[config.mk]
export PLATFORM = sky130hd
export DESIGN_NAME = cct_timer16
export DESIGN_NICKNAME = d
export VERILOG_FILES = /design/src/rtl/cct_pkg.sv /design/src/rtl/cct_pin_sync.sv /design/src/rtl/cct_timer16.sv
export SDC_FILE = /design/constraint.sdc
export NUM_CORES = 1
export LEC_CHECK = 0
export BUFFER_PORTS_ARGS = -buffer_cell sky130_fd_sc_hd__buf_4
export CAP_MARGIN = 10
export CORE_UTILIZATION = 57
export CTS_BUF_LIST = sky130_fd_sc_hd__clkbuf_4
export CTS_CLUSTER_SIZE = 20
export DETAILED_ROUTE_END_ITERATION = 10
export PLACE_DENSITY_LB_ADDON = 0.25
export SYNTH_ARGS = -nofsm -noshare
export SYNTH_HDL_FRONTEND = slang
export SYNTH_SLANG_ARGS = --single-unit
[constraint.sdc]
create_clock -name mclk -period 6.3 [get_ports mclk]
set_input_delay 1.26 -clock mclk [delete_from_list [all_inputs] [get_ports mclk]]
set_output_delay 1.26 -clock mclk [all_outputs]
set_load 0.02 [all_outputs]
[src/rtl/cct_pkg.sv]
package cct_pkg;

   // ******************************************************
   // Register addresses
   // ******************************************************
   localparam logic [15:0] ADDR_CLK_SEL   = 16'hFF40;
   localparam logic [15:0] ADDR_MODE      = 16'hFF48;
   localparam logic [15:0] ADDR_CC_FIRST  = 16'hFF4A;
   localparam logic [15:0] ADDR_CC_SECOND = 16'hFF4C;
   localparam logic [15:0] ADDR_COUNT     = 16'hFF4E;
   localparam logic [15:0] ADDR_CC_CTRL   = 16'hFF50;
   localparam logic [15:0] ADDR_OUT_CTRL  = 16'hFF51;
   localparam logic [15:0] ADDR_EDGE_CFG  = 16'hFF52;

   // ******************************************************
   // Reset values
   // ******************************************************
   localparam logic [7:0]  RST_CLK_SEL  = 8'h00;
   localparam logic [2:0]  RST_MODE     = 3'h0;
   localparam logic [7:0]  RST_CC_CTRL  = 8'h04;
   localparam logic [7:0]  RST_OUT_CTRL = 8'h00;
   localparam logic [7:0]  RST_EDGE_CFG = 8'h00;
   localparam logic [15:0] RST_COUNT    = 16'h0000;
   localparam logic [15:0] RST_CC       = 16'h0000;
   localparam logic [7:0]  RST_PRESC    = 8'h00;

   // ******************************************************
   // Field positions
   // ******************************************************
   localparam int MODE_OVF_BIT      = 0;
   localparam int MODE_FIELD_LSB    = 1;
   localparam int CC_FIRST_CAP_BIT  = 0;
   localparam int CC_FIRST_SRC_BIT  = 1;
   localparam int CC_SECOND_CAP_BIT = 2;
   localparam int CLK_OUT_EN_BIT    = 7;
   localparam int CNT_FIELD_LSB     = 4;
   localparam int OUT_EN_BIT        = 0;
   localparam int OUT_PWM_LVL_BIT   = 1;
   localparam int OUT_INV_EN_BIT    = 2;
   localparam int OUT_SET_BIT       = 3;
   localparam int OUT_CLR_BIT       = 4;
   localparam int OUT_ONESHOT_BIT   = 5;
   localparam int OUT_TRIG_BIT      = 6;
   localparam int EDGE_PRIMARY_LSB  = 2;
   localparam int EDGE_SECOND_LSB   = 4;
   // Command bits never stored, so they read back as zero
   localparam logic [7:0] OUT_STORE_MASK = 8'h27;

   // ******************************************************
   // Codes
   // ******************************************************
   localparam logic [2:0] CNT_SRC_EXT     = 3'h0;
   localparam logic [2:0] CNT_SRC_DOUBLE  = 3'h1;
   localparam logic [2:0] CNT_SRC_MAIN    = 3'h2;
   localparam logic [2:0] CNT_SRC_HALF    = 3'h3;
   localparam logic [2:0] CNT_SRC_QUARTER = 3'h4;
   localparam logic [2:0] CNT_SRC_WATCH   = 3'h7;
   localparam logic [3:0] CLKO_SUB        = 4'h0;
   localparam logic [3:0] CLKO_DIV_FIRST  = 4'h5;
   localparam logic [3:0] CLKO_DIV_LAST   = 4'hC;
   localparam logic [1:0] EDGE_FALL       = 2'h0;
   localparam logic [1:0] EDGE_RISE       = 2'h1;
   localparam logic [1:0] EDGE_BOTH       = 2'h3;
   localparam logic [15:0] COUNT_MAX      = 16'hFFFF;

   typedef enum logic [2:0] {
      MODE_STOP       = 3'b000,
      MODE_PWM        = 3'b001,
      MODE_FREE       = 3'b010,
      MODE_FREE_EDGE  = 3'b011,
      MODE_EXTCLR     = 3'b100,
      MODE_EXTCLR_EDG = 3'b101,
      MODE_MCLR       = 3'b110,
      MODE_MCLR_EDGE  = 3'b111
   } cct_mode_t;

   typedef struct packed {
      logic [15:0] addr;
      logic [15:0] wdata;
      logic        wr;
      logic        rd;
   } cct_bus_req_t;

   typedef struct packed {
      logic meta;
      logic stable;
      logic prev;
   } cct_sync_t;

   typedef struct packed {
      logic [7:0]  clk_sel;
      cct_mode_t   mode;
      logic        ovf;
      logic [7:0]  cc_ctrl;
      logic [7:0]  out_ctrl;
      logic [7:0]  edge_cfg;
      logic [15:0] cc_first;
      logic [15:0] cc_second;
      logic [15:0] count;
      logic [7:0]  presc;
      logic        out_latch;
      logic        pin_out;
      logic        clk_out;
      logic        first_irq;
      logic        second_irq;
      logic        prim_irq;
      logic        sec_irq;
      logic [15:0] rdata;
   } cct_state_t;

endpackage

[src/rtl/cct_pin_sync.sv]
`timescale 1ns/1ns
module cct_pin_sync (
   input  wire logic mclk,
   input  wire logic resetn,
   input  wire logic pin_in,
   output logic      level,
   output logic      rise,
   output logic      fall
);
   import cct_pkg::*;

   cct_sync_t st_reg;
   cct_sync_t st_next;

   // Only the second stage and its delayed copy feed the edge logic
   always_comb begin
      st_next        = st_reg;
      st_next.meta   = pin_in;
      st_next.stable = st_reg.meta;
      st_next.prev   = st_reg.stable;
   end

   always_ff @(posedge mclk or negedge resetn) begin
      if (!resetn) begin
         st_reg <= '0;
      end else begin
         st_reg <= st_next;
      end
   end

   assign level = st_reg.stable;
   assign rise  = st_reg.stable & ~st_reg.prev;
   assign fall  = ~st_reg.stable & st_reg.prev;

endmodule // cct_pin_sync

[src/rtl/cct_timer16.sv]
`timescale 1ns/1ns
//Behaviour
//Bit 0 of capture/compare control picks capture or compare for first register
//First register in compare mode raises first match request on equal count
//First register captures count on reverse of valid primary edge or on valid secondary input edge
//Primary edge code maps input edge to opposite capture edge; code 11 no capture
//Both capture/compare registers are 16-bit words, written whole
//Bit 2 of capture/compare control picks capture or compare for second register
//Second register in compare mode raises second match request on equal count
//Second register captures count only on valid primary input edge
//Counter counts selected pulses, reads as a word, resets to zero
//Counter read goes through second register, overwriting its old value
//Three-bit count field picks external edge, prescaled main clock or watch tick
//Low four clock-select bits pick clock output source: subsystem or divided main
//Software programs clock output source first, then sets output enable bit
//Software stops the timer before changing the clock select register
//With external count source, software reads the counter register directly
//Mode 000 stops and holds counter at zero; any other code starts it
//Mode codes: PWM, free running, clear on edge, clear on first match
//Non-PWM output toggles on matches, odd codes also on valid edge
//Overflow flag sets on counter wrap, including clear at 0FFFFH match
//Software stops the timer before changing clear mode or output timing
//Software selects PWM mode before writing the first register
//Control resets to 04H; write only while stopped; no capture in match clear
//Output control holds latch set/reset, PWM level, invert, enable, one-shot
//Counter increments per qualified tick and wraps to zero
//Match-clear mode clears count on first match and keeps counting
//Latch set/reset and one-shot trigger bits read back as zero
module cct_timer16 (
   input  wire logic                  mclk,
   input  wire logic                  resetn,
   input  wire cct_pkg::cct_bus_req_t cpu_req,
   output logic [15:0]                cpu_rdata,
   input  wire logic                  primary_capture_input,
   input  wire logic                  secondary_capture_input,
   input  wire logic                  watch_tick_output,
   input  wire logic                  subsystem_clock,
   output logic                       timer_output_pin,
   output logic                       programmable_clock_out,
   output logic                       first_match_irq,
   output logic                       second_match_irq,
   output logic                       primary_ext_irq,
   output logic                       secondary_ext_irq
);
   import cct_pkg::*;

   // ******************************************************
   // Pin synchronisers
   // ******************************************************
   logic prim_rise;
   logic prim_fall;
   logic sec_rise;
   logic sec_fall;
   logic sub_level;

   cct_pin_sync u_sync_prim (
      .mclk   (mclk),
      .resetn (resetn),
      .pin_in (primary_capture_input),
      .level  (),
      .rise   (prim_rise),
      .fall   (prim_fall)
   );

   cct_pin_sync u_sync_sec (
      .mclk   (mclk),
      .resetn (resetn),
      .pin_in (secondary_capture_input),
      .level  (),
      .rise   (sec_rise),
      .fall   (sec_fall)
   );

   // Subsystem clock is passed through as a synchronised level only
   cct_pin_sync u_sync_sub (
      .mclk   (mclk),
      .resetn (resetn),
      .pin_in (subsystem_clock),
      .level  (sub_level),
      .rise   (),
      .fall   ()
   );

   cct_state_t st_reg;
   cct_state_t st_next;

   // ******************************************************
   // Edge qualification
   // ******************************************************
   logic [1:0] prim_code;
   logic [1:0] sec_code;
   logic       prim_valid;
   logic       sec_valid;
   logic       prim_cap_edge;
   logic       first_trig;

   assign prim_code = st_reg.edge_cfg[EDGE_PRIMARY_LSB +: 2];
   assign sec_code  = st_reg.edge_cfg[EDGE_SECOND_LSB +: 2];
   assign prim_valid = (prim_code == EDGE_FALL && prim_fall) || (prim_code == EDGE_RISE && prim_rise) ||
                       (prim_code == EDGE_BOTH && (prim_rise || prim_fall));
   assign sec_valid  = (sec_code == EDGE_FALL && sec_fall) || (sec_code == EDGE_RISE && sec_rise) ||
                       (sec_code == EDGE_BOTH && (sec_rise || sec_fall));
   // First register captures on the edge opposite the valid one
   assign prim_cap_edge = (prim_code == EDGE_FALL && prim_rise) || (prim_code == EDGE_RISE && prim_fall);
   assign first_trig = st_reg.cc_ctrl[CC_FIRST_SRC_BIT] ? prim_cap_edge : sec_valid;

   // ******************************************************
   // Count tick and compare
   // ******************************************************
   logic [2:0] cnt_src;
   logic       tick;
   logic       run;
   logic       match_first;
   logic       match_second;
   logic       ext_clear;
   logic       match_clear;
   logic       ovf_set;
   logic       pwm_on;

   assign cnt_src = st_reg.clk_sel[CNT_FIELD_LSB +: 3];

   // The clock is taken as twice the main clock; slower rates come from the prescaler
   always_comb begin
      case (cnt_src)
         CNT_SRC_EXT:     tick = prim_valid;
         CNT_SRC_DOUBLE:  tick = 1'b1;
         CNT_SRC_MAIN:    tick = st_reg.presc[0];
         CNT_SRC_HALF:    tick = &st_reg.presc[1:0];
         CNT_SRC_QUARTER: tick = &st_reg.presc[2:0];
         CNT_SRC_WATCH:   tick = watch_tick_output;
         default:         tick = 1'b0;
      endcase
   end

   assign run          = (st_reg.mode != MODE_STOP);
   assign match_first  = run && tick && !st_reg.cc_ctrl[CC_FIRST_CAP_BIT] &&
                         (st_reg.count == st_reg.cc_first);
   assign match_second = run && tick && !st_reg.cc_ctrl[CC_SECOND_CAP_BIT] &&
                         (st_reg.count == st_reg.cc_second);
   assign ext_clear    = run && (st_reg.mode[2:1] == 2'b10) && prim_valid;
   assign match_clear  = (st_reg.mode[2:1] == 2'b11) && match_first;
   assign ovf_set      = run && tick && (st_reg.count == COUNT_MAX);
   assign pwm_on       = (st_reg.count[15:2] < st_reg.cc_first[15:2]);

   // ******************************************************
   // Next state
   // ******************************************************
   always_comb begin
      logic       toggle;
      logic [2:0] div_idx;
      logic [3:0] clko_sel;
      st_next  = st_reg;
      toggle   = 1'b0;
      clko_sel = st_reg.clk_sel[3:0];
      div_idx  = 3'(clko_sel - CLKO_DIV_FIRST);

      st_next.presc = st_reg.presc + 8'h01;

      if (!run) begin
         st_next.count = RST_COUNT;
      end else if (ext_clear || match_clear) begin
         st_next.count = RST_COUNT;
      end else if (tick) begin
         st_next.count = st_reg.count + 16'h0001;
      end

      st_next.first_irq  = match_first;
      st_next.second_irq = match_second;
      st_next.prim_irq   = prim_valid;
      st_next.sec_irq    = sec_valid;
      st_next.rdata      = 16'h0000;

      // Register writes; hardware events below take priority
      if (cpu_req.wr) begin
         case (cpu_req.addr)
            ADDR_CLK_SEL:   st_next.clk_sel = cpu_req.wdata[7:0];
            ADDR_MODE: begin
               st_next.mode = cct_mode_t'(cpu_req.wdata[MODE_FIELD_LSB +: 3]);
               st_next.ovf  = cpu_req.wdata[MODE_OVF_BIT];
            end
            ADDR_CC_FIRST:  st_next.cc_first  = cpu_req.wdata;
            ADDR_CC_SECOND: st_next.cc_second = cpu_req.wdata;
            ADDR_CC_CTRL:   st_next.cc_ctrl   = cpu_req.wdata[7:0];
            ADDR_OUT_CTRL: begin
               st_next.out_ctrl = cpu_req.wdata[7:0] & OUT_STORE_MASK;
               if (cpu_req.wdata[OUT_SET_BIT]) begin
                  st_next.out_latch = 1'b1;
               end else if (cpu_req.wdata[OUT_CLR_BIT]) begin
                  st_next.out_latch = 1'b0;
               end else if (cpu_req.wdata[OUT_TRIG_BIT] && cpu_req.wdata[OUT_ONESHOT_BIT]) begin
                  st_next.out_latch = ~st_reg.out_latch;
               end
            end
            ADDR_EDGE_CFG:  st_next.edge_cfg  = cpu_req.wdata[7:0];
            default: ;
         endcase
      end

      // Overflow set beats a software clear in the same cycle
      if (ovf_set) begin
         st_next.ovf = 1'b1;
      end

      // Capture beats a bus write to the same register
      if (st_reg.cc_ctrl[CC_FIRST_CAP_BIT] && first_trig) begin
         st_next.cc_first = st_reg.count;
      end
      if (st_reg.cc_ctrl[CC_SECOND_CAP_BIT] && prim_valid) begin
         st_next.cc_second = st_reg.count;
      end

      if (cpu_req.rd) begin
         case (cpu_req.addr)
            ADDR_CLK_SEL:   st_next.rdata = {8'h00, st_reg.clk_sel};
            ADDR_MODE:      st_next.rdata = {12'h000, st_reg.mode, st_reg.ovf};
            ADDR_CC_FIRST:  st_next.rdata = st_reg.cc_first;
            ADDR_CC_SECOND: st_next.rdata = st_reg.cc_second;
            ADDR_COUNT: begin
               // Count is read through the second register, losing its old value
               st_next.cc_second = st_reg.count;
               st_next.rdata     = st_reg.count;
            end
            ADDR_CC_CTRL:   st_next.rdata = {8'h00, st_reg.cc_ctrl};
            ADDR_OUT_CTRL:  st_next.rdata = {8'h00, st_reg.out_ctrl};
            ADDR_EDGE_CFG:  st_next.rdata = {8'h00, st_reg.edge_cfg};
            default:        st_next.rdata = 16'h0000;
         endcase
      end

      // Output latch toggles on matches, and on edges in odd modes, only with inversion enabled, outside PWM and stop
      if (run && st_reg.mode != MODE_PWM && st_reg.out_ctrl[OUT_INV_EN_BIT]) begin
         toggle = match_first || match_second || (st_reg.mode[0] && prim_valid);
      end
      if (toggle) begin
         st_next.out_latch = ~st_next.out_latch;
      end

      if (!st_reg.out_ctrl[OUT_EN_BIT]) begin
         st_next.pin_out = 1'b0;
      end else if (st_reg.mode == MODE_PWM) begin
         st_next.pin_out = pwm_on ? st_reg.out_ctrl[OUT_PWM_LVL_BIT] : ~st_reg.out_ctrl[OUT_PWM_LVL_BIT];
      end else begin
         st_next.pin_out = st_next.out_latch;
      end

      // Main clock taken as presc[0]; each further bit halves it
      if (!st_reg.clk_sel[CLK_OUT_EN_BIT]) begin
         st_next.clk_out = 1'b0;
      end else if (clko_sel == CLKO_SUB) begin
         st_next.clk_out = sub_level;
      end else if (clko_sel >= CLKO_DIV_FIRST && clko_sel <= CLKO_DIV_LAST) begin
         st_next.clk_out = st_reg.presc[div_idx];
      end else begin
         st_next.clk_out = 1'b0;
      end
   end

   always_ff @(posedge mclk or negedge resetn) begin
      if (!resetn) begin
         st_reg           <= '0;
         st_reg.clk_sel   <= RST_CLK_SEL;
         st_reg.mode      <= MODE_STOP;
         st_reg.cc_ctrl   <= RST_CC_CTRL;
         st_reg.out_ctrl  <= RST_OUT_CTRL;
         st_reg.edge_cfg  <= RST_EDGE_CFG;
         st_reg.cc_first  <= RST_CC;
         st_reg.cc_second <= RST_CC;
         st_reg.count     <= RST_COUNT;
         st_reg.presc     <= RST_PRESC;
      end else begin
         st_reg <= st_next;
      end
   end

   assign cpu_rdata              = st_reg.rdata;
   assign timer_output_pin       = st_reg.pin_out;
   assign programmable_clock_out = st_reg.clk_out;
   assign first_match_irq        = st_reg.first_irq;
   assign second_match_irq       = st_reg.second_irq;
   assign primary_ext_irq        = st_reg.prim_irq;
   assign secondary_ext_irq      = st_reg.sec_irq;

   // ******************************************************
   // Assertions
   // ******************************************************
   logic [15:0] count_q;
   assign count_q = st_reg.count;

   stop_hold_a: assert property (@(posedge mclk) disable iff (!resetn)
      (st_reg.mode == MODE_STOP) |=> (count_q == 16'h0000))
      else $error("counter not held at zero while stopped");
   first_irq_a: assert property (@(posedge mclk) disable iff (!resetn)
      match_first |=> first_match_irq ##1 !first_match_irq || match_first)
      else $error("first match request missing");
   second_irq_a: assert property (@(posedge mclk) disable iff (!resetn)
      (run && tick && !st_reg.cc_ctrl[CC_SECOND_CAP_BIT] && count_q == st_reg.cc_second) |=> second_match_irq)
      else $error("second match request missing");
   ovf_set_a: assert property (@(posedge mclk) disable iff (!resetn)
      (run && tick && count_q == 16'hFFFF) |=> (st_reg.ovf && count_q == 16'h0000))
      else $error("overflow not flagged on wrap");
   count_read_a: assert property (@(posedge mclk) disable iff (!resetn)
      (cpu_req.rd && cpu_req.addr == ADDR_COUNT) |=> (cpu_rdata == $past(count_q) && st_reg.cc_second == $past(count_q)))
      else $error("counter read not routed through second register");
   match_clear_a: assert property (@(posedge mclk) disable iff (!resetn)
      match_clear |=> (count_q == 16'h0000) && first_match_irq)
      else $error("match clear did not restart counter");
   count_step_a: assert property (@(posedge mclk) disable iff (!resetn)
      (run && tick && !ext_clear && !match_clear) |=> (count_q == 16'($past(count_q) + 16'h0001)))
      else $error("counter did not advance by one");
   cap_first_a: assert property (@(posedge mclk) disable iff (!resetn)
      (st_reg.cc_ctrl[CC_FIRST_CAP_BIT] && first_trig) |=> (st_reg.cc_first == $past(count_q)))
      else $error("first register missed capture");
   cmd_zero_a: assert property (@(posedge mclk) disable iff (!resetn)
      (cpu_req.rd && cpu_req.addr == ADDR_OUT_CTRL) |=> (cpu_rdata[OUT_SET_BIT] == 1'b0 &&
      cpu_rdata[OUT_CLR_BIT] == 1'b0 && cpu_rdata[OUT_TRIG_BIT] == 1'b0))
      else $error("command bits read back non-zero");

endmodule // cct_timer16

* Yosys cells after proc, flatten, opt, wreduce, memory -nomap -nowiden
Cells that the tools add are included.
** Word-level totals
- Register bits after elaboration :: 119
- Input port bits :: 40
- Output and inout port bits :: 22
- Logic and storage cells :: 157
** Operators by class
- Bitwise operators :: 11
- Muxes and demuxes :: 34
- Order comparisons :: 4
- Reductions and logical operators :: 54
- $add $sub $neg :: 3
- Equal/unequal tests :: 25
** Operator list (count)
- 16-bit two-way mux :: 10
- 16-bit == test (second input constant) :: 9
- 16-bit case mux with 8 select lines :: 1
- 57-bit two-way mux :: 1
- 16-bit == test :: 2
- 1-bit logical AND :: 24
- 1-bit two-way mux :: 17
- 16-bit by 1-bit adder with 16-bit output (second input constant) :: 1
- 8-bit two-way mux :: 2
- 2-bit AND reduction :: 8
- 14-bit less-than comparator :: 1
- 1-bit logical OR :: 10
- 8-bit by 1-bit adder with 8-bit output (second input constant) :: 1
- 2-bit == test (second input constant) :: 4
- 2-bit nonzero test :: 4
- 1-bit inverter :: 7
- 3-bit by 1-bit == test with 1-bit output (second input constant) :: 2
- 3-bit by 2-bit == test with 1-bit output (second input constant) :: 2
- 3-bit == test (second input constant) :: 2
- 6-bit two-way mux :: 1
- 1-bit case mux with 6 select lines :: 1
- 1-bit AND :: 4
- 2-bit by 1-bit == test with 1-bit output (second input constant) :: 2
- 4-bit by 3-bit >= comparator with 1-bit output (second input constant) :: 1
- other kinds (12) :: 14

* Longest topological paths before layout
Gate-level depths: netlist of the first run.
- Depth in word-level cells :: 15
- Gate-level depth with buffers :: 9
- Depth with buffers taken out :: 8

* Hierarchy
A second synthesis of the first run with hierarchy kept.
** Second synthesis, totals
- Cell total of the unflattened synthesis :: 638
- Area total of the unflattened synthesis :: 6668.9 sq um
** By module, submodules not included
- cct_timer16 :: area each 6398.6 sq um, sequential area each 2778.9 sq um, cells an instance 623, times used 1
- cct_pin_sync :: area each 90.1 sq um, sequential area each 75.1 sq um, cells an instance 5, times used 3

* Worst setup path before layout of the first run
OpenSTA, ideal clock, no wires.
- Path kind :: input port to flip-flop
- From :: input cpu_req[23] in the netlist's numbering
- To :: register st_reg[100] in the netlist's numbering
- Data required time :: 6175 ps
- Slack :: 3509 ps
- Stages :: 6
- Path buffers :: 1
- Library setup time :: 125 ps
- Arrival time :: 2666 ps
- Path through :: nor3b_1 -> and2_1 -> buf_4 -> nand3_2 -> nor4b_4 -> mux2_2
** On the way
- Longest elaborated chain between the ends :: 2
** Ends and longest elaborated chain
- start, declared :: line cct_timer16.sv:32 : input wire cct_pkg::cct_bus_req_t cpu_req,
- 16-bit == test :: line cct_timer16.sv:175 : case (cpu_req.addr)
- 2-bit AND reduction (no line)
- end signal, assigned :: line cct_timer16.sv:271 : st_reg <= st_next;
- end, declared :: line cct_timer16.sv:84 : cct_state_t st_reg;
No other way between the ends.
A chain may end at the register's enable or synchronous reset.

==> metrics.txt, run 1 <==
# rows=39; HP Class=flop to flop; core area=around 0.012 sq mm; Mapped Nets=just over 700; Sw Share=around 27%; max frequency=approximately 0.34 GHz; CP required=~6700 ps; CP startpoint=cpu_req[23]; status=finished with violations; clock-pin slew on the worst setup and hold paths=110 ps; FF-to-FF Start=count_q[6]$_DFFE_PN0P_; reg-to-reg endpoint=count_q[14]$_DFFE_PN0P_; area fraction of the dominant cell type after synthesis=43.5%; Post-synth EDFFs=0; setup TNS=0 ps; post-synthesis register bit count=119; Starting Density=58.9%; post-synthesis async set-or-reset flop share=between 90% and 100%; initial antenna violation count=0; distinct cell type count after synthesis=70; Mapped Area=between 0.006 and 0.007 sq mm; largest net degree at the start of global routing=77; CTS H-tree lvls=4; Seq/Total Area, Yosys=between 40% and 50%; via count=about 5200; Tightest Pin Transition=1070 ps; layout cell share with drive strength beyond 1=between 20 and 25%; gr usage total=between 20% and 30%; drt pass-1 iters=11; Routed Antenna Nets=0; Final min period=2930 ps; Antenna Cells=0; setup slack after layout=about 3400 ps; P_int=~1100 uW; Initial DRC Count=between 500 and 600; unrepaired setup endpoints after global routing=no; FF-to-FF setup slack=3480 ps; Pleak=0.00367 uW; yosys warns=0; critical path startpoint category=primary input; Clock Tree Root=clkbuf_4; Final Cycle Share=around 47%; Worst Setup EP=st_reg[50]$_DFF_PN0_; post-CTS sizing=0; DRC=4; TritonCTS clock tree=yes; Worst slew margin=between 20 and 30%; port bufs=61; die height=111 um; Final Skew=~12 ps; violated checks=design-rule violations; area grow syn2layout=9.00%; P_sw=approximately 430 uW; Bufs on Longest Clock Path=2; PwrDens=approximately 210 mW/mm^2; Skew-Pair Late Insertion Delay=about 560 ps; gpl congestion=0.913; critical path type=primary input to flop; vias in the first global route=5257; Main synth FF type=dfrtp_1; clock sinks=119; Final setup viols=0; clock buffer count from CTS=17; R2R cell count=7; Slew Limit Fails=0; Post-Syn Instances=658; critical path endpoint category=flop; Fin. Hold Viols=0; flip-flop count of the largest register after layout=66; Setup WS pre-CTS=~2800 ps; top cell type by total area after synthesis=dfrtp_1; # nets final=about 750; WL/cell=20.0 um; Die X=approximately 110 um; detailed-route vias per instance=approximately 6.2; synth top area cells=dfrtp_1 (44%), mux2i_1 (5.9%), mux2_2 (4.8%); first-pass GRT wire length=about 28 mm; Worst VDD drop=131 uV; combinational share of power=a little over a tenth; Max FO, Critical Path=32; mean post-synth cell area=10.3 sq um; die area=0.0123 sq mm; Clk pwr share=between 30% and 40%; DRT Wirelength=16.8 mm; hpwl dp=~12 mm; Ports=62; CP Data Arrival Time=around 3300 ps; Max-Cap Viols=0; sequential share of power=52.4%; cts hold-fix bufs=0; post-CTS setup buffers=0; GRT overflow=0
[Yosys cell counts, types with 4 or more instances]
master      n
dfrtp_1   118
buf_4      18
a31oi_1     9
nand3_1    14
nor2b_1     7
buf_2      17
xor2_1     18
and4_1      6
and3_1     13
nand2_1    69
inv_1      29
nand2b_1    7
ha_1       23
a21oi_1    27
a21oi_2     4
mux2_2     29
mux4_2      6
buf_6       4
o21ai_0    48
nor2_1     28
nand4_1     7
o21ai_1     5
and2_1      7
nor3_1      5
xnor2_1     8
a22oi_1    16
clkbuf_1   14
mux2i_1    40
[layer usage]
metal  part of all wire [%]  routed length (um)  GRT usage [%]
met2                     47                7930           45.3
met4                    2.3                 386           11.9
met5                      0                   0              0
met3                    7.0                1180           7.49
met1                     43                7290           39.6
[cell type report]
| type | count | area (sq um) |
|---|---|---|
| Clock buffer | 21 | 158 |
| Clock inverter | 11 | 131 |
| Fill cell | 887 | 4120 |
| Inverter | 29 | 109 |
| Multi-Input combinational cell | 455 | 3370 |
| Sequential cell | 119 | 2980 |
| Tap cell | 143 | 179 |
| Timing Repair Buffer | 62 | 465 |
[per-stage QoR]
stage                     hold WS [ps]  cells  util (%)  instance area (sq um)  power [uW]
after floorplan                    331    658         -                   6780         927
after global placement             335    808      61.7                   7110         991
after detailed placement           338    808      61.7                   7110        1000
after CTS                          361    840      64.2                   7390        1570
after global routing               375    840      64.2                   7390        1630
final                              358    840      64.2                   7390        1570
[power by group through the flow]
| stage | clock network [uW] | logic [uW] | registers, uW |
|---|---|---|---|
| final | 575 | 170 | 820 |
| after global routing | 620 | 183 | 824 |
| after CTS | 585 | 169 | 819 |
| after detailed placement | 0 | 168 | 834 |
| after global placement | 0 | 160 | 831 |
| after floorplan | 0 | 121 | 806 |
[worst max-delay path: stages]
cell     delay [ps]
buf_4           110
nor3b_1         220
and2_1          320
nand4_1         230
o21ai_2         900
o21ai_0         280
[worst min path at each step]
stage	from	endpoint	slack, ps	cells past startpoint
after global placement	u_sync_sec.st_next[1]$_DFF_PN0_	u_sync_sec.level$_DFF_PN0_	340	0
final	u_sync_prim.st_next[1]$_DFF_PN0_	u_sync_prim.level$_DFF_PN0_	360	0
after detailed placement	u_sync_sub.st_next[1]$_DFF_PN0_	u_sync_sub.level$_DFF_PN0_	340	0
after floorplan	u_sync_prim.st_next[1]$_DFF_PN0_	u_sync_prim.level$_DFF_PN0_	330	0
after global routing	u_sync_prim.st_next[1]$_DFF_PN0_	u_sync_prim.level$_DFF_PN0_	370	0
after CTS	u_sync_prim.st_next[1]$_DFF_PN0_	u_sync_prim.level$_DFF_PN0_	360	0
[cell families (layout without fill, tap and decap cells)]
| group | Yosys count | after routing | share of synthesized area, % |
|---|---|---|---|
| AND/OR/NAND/NOR | 187 | 187 | 15.3 |
| multiplexers | 75 | 75 | 12.7 |
| XOR/XNOR | 26 | 26 | 3.36 |
| flip-flops | 119 | 119 | 43.9 |
| AO/OA/AOI/OAI | 144 | 144 | 14.0 |
| buffers and inverters | 84 | 123 | 6.42 |
| adder cells (fa/ha/maj) | 23 | 23 | 4.24 |
[placed cells by master, fill, tap and decap left out, types with 8 or more instances in the layout]
cell,instances
clkbuf_4,21
mux2i_1,40
nor2_1,28
a21oi_1,27
mux2_2,29
dfrtp_1,118
xnor2_1,8
a22oi_1,16
o21ai_0,48
nand2_1,69
a31oi_1,9
ha_1,23
nand3_1,14
inv_1,29
xor2_1,18
buf_4,62
and3_1,13
Note: power is estimated with default switching activity, not from simulation.
==> run 2, diff against run 1 <==
Clock period 6.3 ns to 2.7 ns, I/O delays scaled along.
==> run 2 against run 1 <==
Against the previous run: design area increased by 2.1%; final cell count increased by 3.3%; clock skew increased by 10 ps; largest power group unchanged; utilization increased by 1.4 points; count of clock-buffer cells in the layout grew 2; first-iteration DRC count shrank 34%; worst hold slack lost 260 ps; power is 120% higher; the flow still finishes with violations (design-rule violations); die area unchanged; combinational power increased to 2.9 times the previous value; clock power is 77% higher; register-to-register slack got worse by 3300 ps; critical endpoint is now count_q[6]$_DFFE_PN0P_.
==> metrics.txt, run 2 (synthesis gave the netlist of run 1 again) <==
status=finished with violations; violated checks=design-rule violations; # rows=39 (unchanged); die area=0.0123 sq mm (unchanged); Bufs on Longest Clock Path=2 (unchanged); Pleak=0.00379 uW (+3.4%); Final min period=about 2500 ps; die height=111 um (unchanged); Max FO, Critical Path=20 (-38%); Skew-Pair Late Insertion Delay=560 ps (about the same); critical path startpoint category=flop; Slew Limit Fails=0 (unchanged); setup TNS=0 ps (unchanged); DRT Wirelength=16.7 mm (-0.52%); max frequency=0.396 GHz; Tightest Pin Transition=629 ps (-438 ps); initial antenna violation count=0 (unchanged); Final setup viols=0 (unchanged); Max-Cap Viols=0 (unchanged); port bufs=61 (unchanged); Final Skew=22.0 ps (+10.1 ps); Starting Density=58.9% (unchanged); post-CTS sizing=0 (unchanged); # nets final=777 (+4.0%); Worst VDD drop=355 uV (+170%); flip-flop count of the largest register after layout=66 (unchanged); TritonCTS clock tree=yes; hpwl dp=12.5 mm (+6.3%); Non-Filler Instances=868 (+3.3%); clock sinks=119 (unchanged); HP Class=primary input to flop; first-pass GRT wire length=27.2 mm (-2.3%); CP Data Arrival Time=3000 ps (-320 ps); gr usage total=29.1% (-0.23 points); CTS H-tree lvls=4 (unchanged); Ports=62 (unchanged); WL/cell=19.2 um (-3.7%); Post-Route Utilization=65.6% (+1.4 points); largest net degree at the start of global routing=43 (-44%); post-CTS setup buffers=0 (unchanged); GRT overflow=0 (unchanged); core area=0.0115 sq mm (unchanged); Post-Place Cells=837 (+3.6%); Final Total Pwr=3380 uW (+120%); commonest non-fill, non-tap cell in the layout=dfrtp_1; via count=5279 (+0.76%); P_int=2420 uW (+110%); Clock Tree Root=clkbuf_4; DRC=4 (unchanged); Routed Antenna Nets=0 (unchanged); clock-pin slew on the worst setup and hold paths=90 ps (-20 ps); Fin. Hold Viols=0 (unchanged); Antenna Cells=0 (unchanged); detailed-route vias per instance=6.08 (-2.5%); PwrDens=447 mW/mm^2 (+110%); CP required=3170 ps (-3520 ps); Die X=111 um (unchanged); Final Cycle Share=slightly above 90%; most frequent cells in the layout=dfrtp_1 (118), buf_4 (90), nand2_1 (69); Sw Share=28.3% (+0.92 points); Worst slew margin=57.8% (+29 points); gpl congestion=0.962 (+5.4%); vias in the first global route=5219 (-0.72%); critical path type=flop to flop; clock buffer count from CTS=17 (unchanged); drt pass-1 iters=8 (-3); P_sw=954 uW (+120%); area grow syn2layout=11.3%; combinational share of power=14.7% (+3.8 points); Clk pwr share=30.3% (-6.4 points); unrepaired setup endpoints after global routing=no; sequential share of power=55.0% (+2.6 points); Initial DRC Count=386 (-34%); critical path endpoint category=flop; layout cell share with drive strength beyond 1=24.8% (+2.7 points)
[run 2: cell count changes in the layout (fill, tap and decap cells not counted)]
cell and delta:
clkbuf_4 +2, bufinv_16 -3, clkinv_1 +1, clkinvlp_4 -1, dlygate4sd3_1 +1, buf_12 +1
clkinv_2 -1, buf_4 +28
[run 2: final timing paths]
kind	start	endpoint	slack, ps	cells past startpoint
max in group asynchronous	resetn	cpu_rdata[4]$_DFF_PN0_	1490	3
worst max register to register	st_reg[69]$_DFFE_PN0P_	count_q[6]$_DFFE_PN0P_	180	9
worst max-delay path	st_reg[69]$_DFFE_PN0P_	count_q[6]$_DFFE_PN0P_	180	9
worst min-delay path	secondary_capture_input	u_sync_sec.st_next[1]$_DFF_PN0_	100	1
worst min register to register	u_sync_prim.st_next[1]$_DFF_PN0_	u_sync_prim.level$_DFF_PN0_	340	0
min in group asynchronous	resetn	st_reg[27]$_DFF_PN0_	520	2
[run 2: power groups by stage]
| stage | combinational (uW) | clock, uW | sequential (uW) |
|---|---|---|---|
| finish | 496 | 1020 | 1860 |
| global route | 542 | 1130 | 1860 |
| floorplan | 282 | 0 | 1880 |
| CTS | 493 | 1050 | 1860 |
| detailed placement | 491 | 0 | 1890 |
| global placement | 478 | 0 | 1890 |
[run 2: what timing repair did]
item | 4_1_cts | 5_1_grt
endpoints found under the setup margin | 0 | 0
endpoints found under the hold margin | 39 | 0
hold buffers | 1 | 0
[run 2: routing by layer]
metal,up-vias,wire length (um),global-route usage (%)
met4,0,334,11.4
met2,182,7750,45.0
li1,2451,-,-
met3,28,1190,7.11
met5,-,0,0
met1,2618,7410,39.6
[run 2: critical path, stage by stage, from the launching register on]
cell	delay, ps
dfrtp_1	390
inv_1	50
ha_1	320
and4_1	240
nor2b_1	150
a31o_2	260
a31oi_4	530
buf_4	270
nand2b_1	80
a31oi_1	160
[run 2: cell type report]
type / count / area [sq um]
fillers: 888 / 3970
inverters: 29 / 109
clock buffers: 23 / 173
multi-input cells: 455 / 3370
clock inverters: 7 / 32.5
flip-flops and latches: 119 / 2980
repair buffers: 92 / 706
well taps: 143 / 179
[run 2: stage by stage]
step	hold WS (ps)	setup slack, ps	instance area, sq um
5_1_grt	62.4	11.1	7550
4_1_cts	80.6	171	7550
2_1_floorplan	244	629	6780
3_5_place_dp	337	175	7340
3_3_place_gp	336	254	7340
6_report	96.1	176	7550
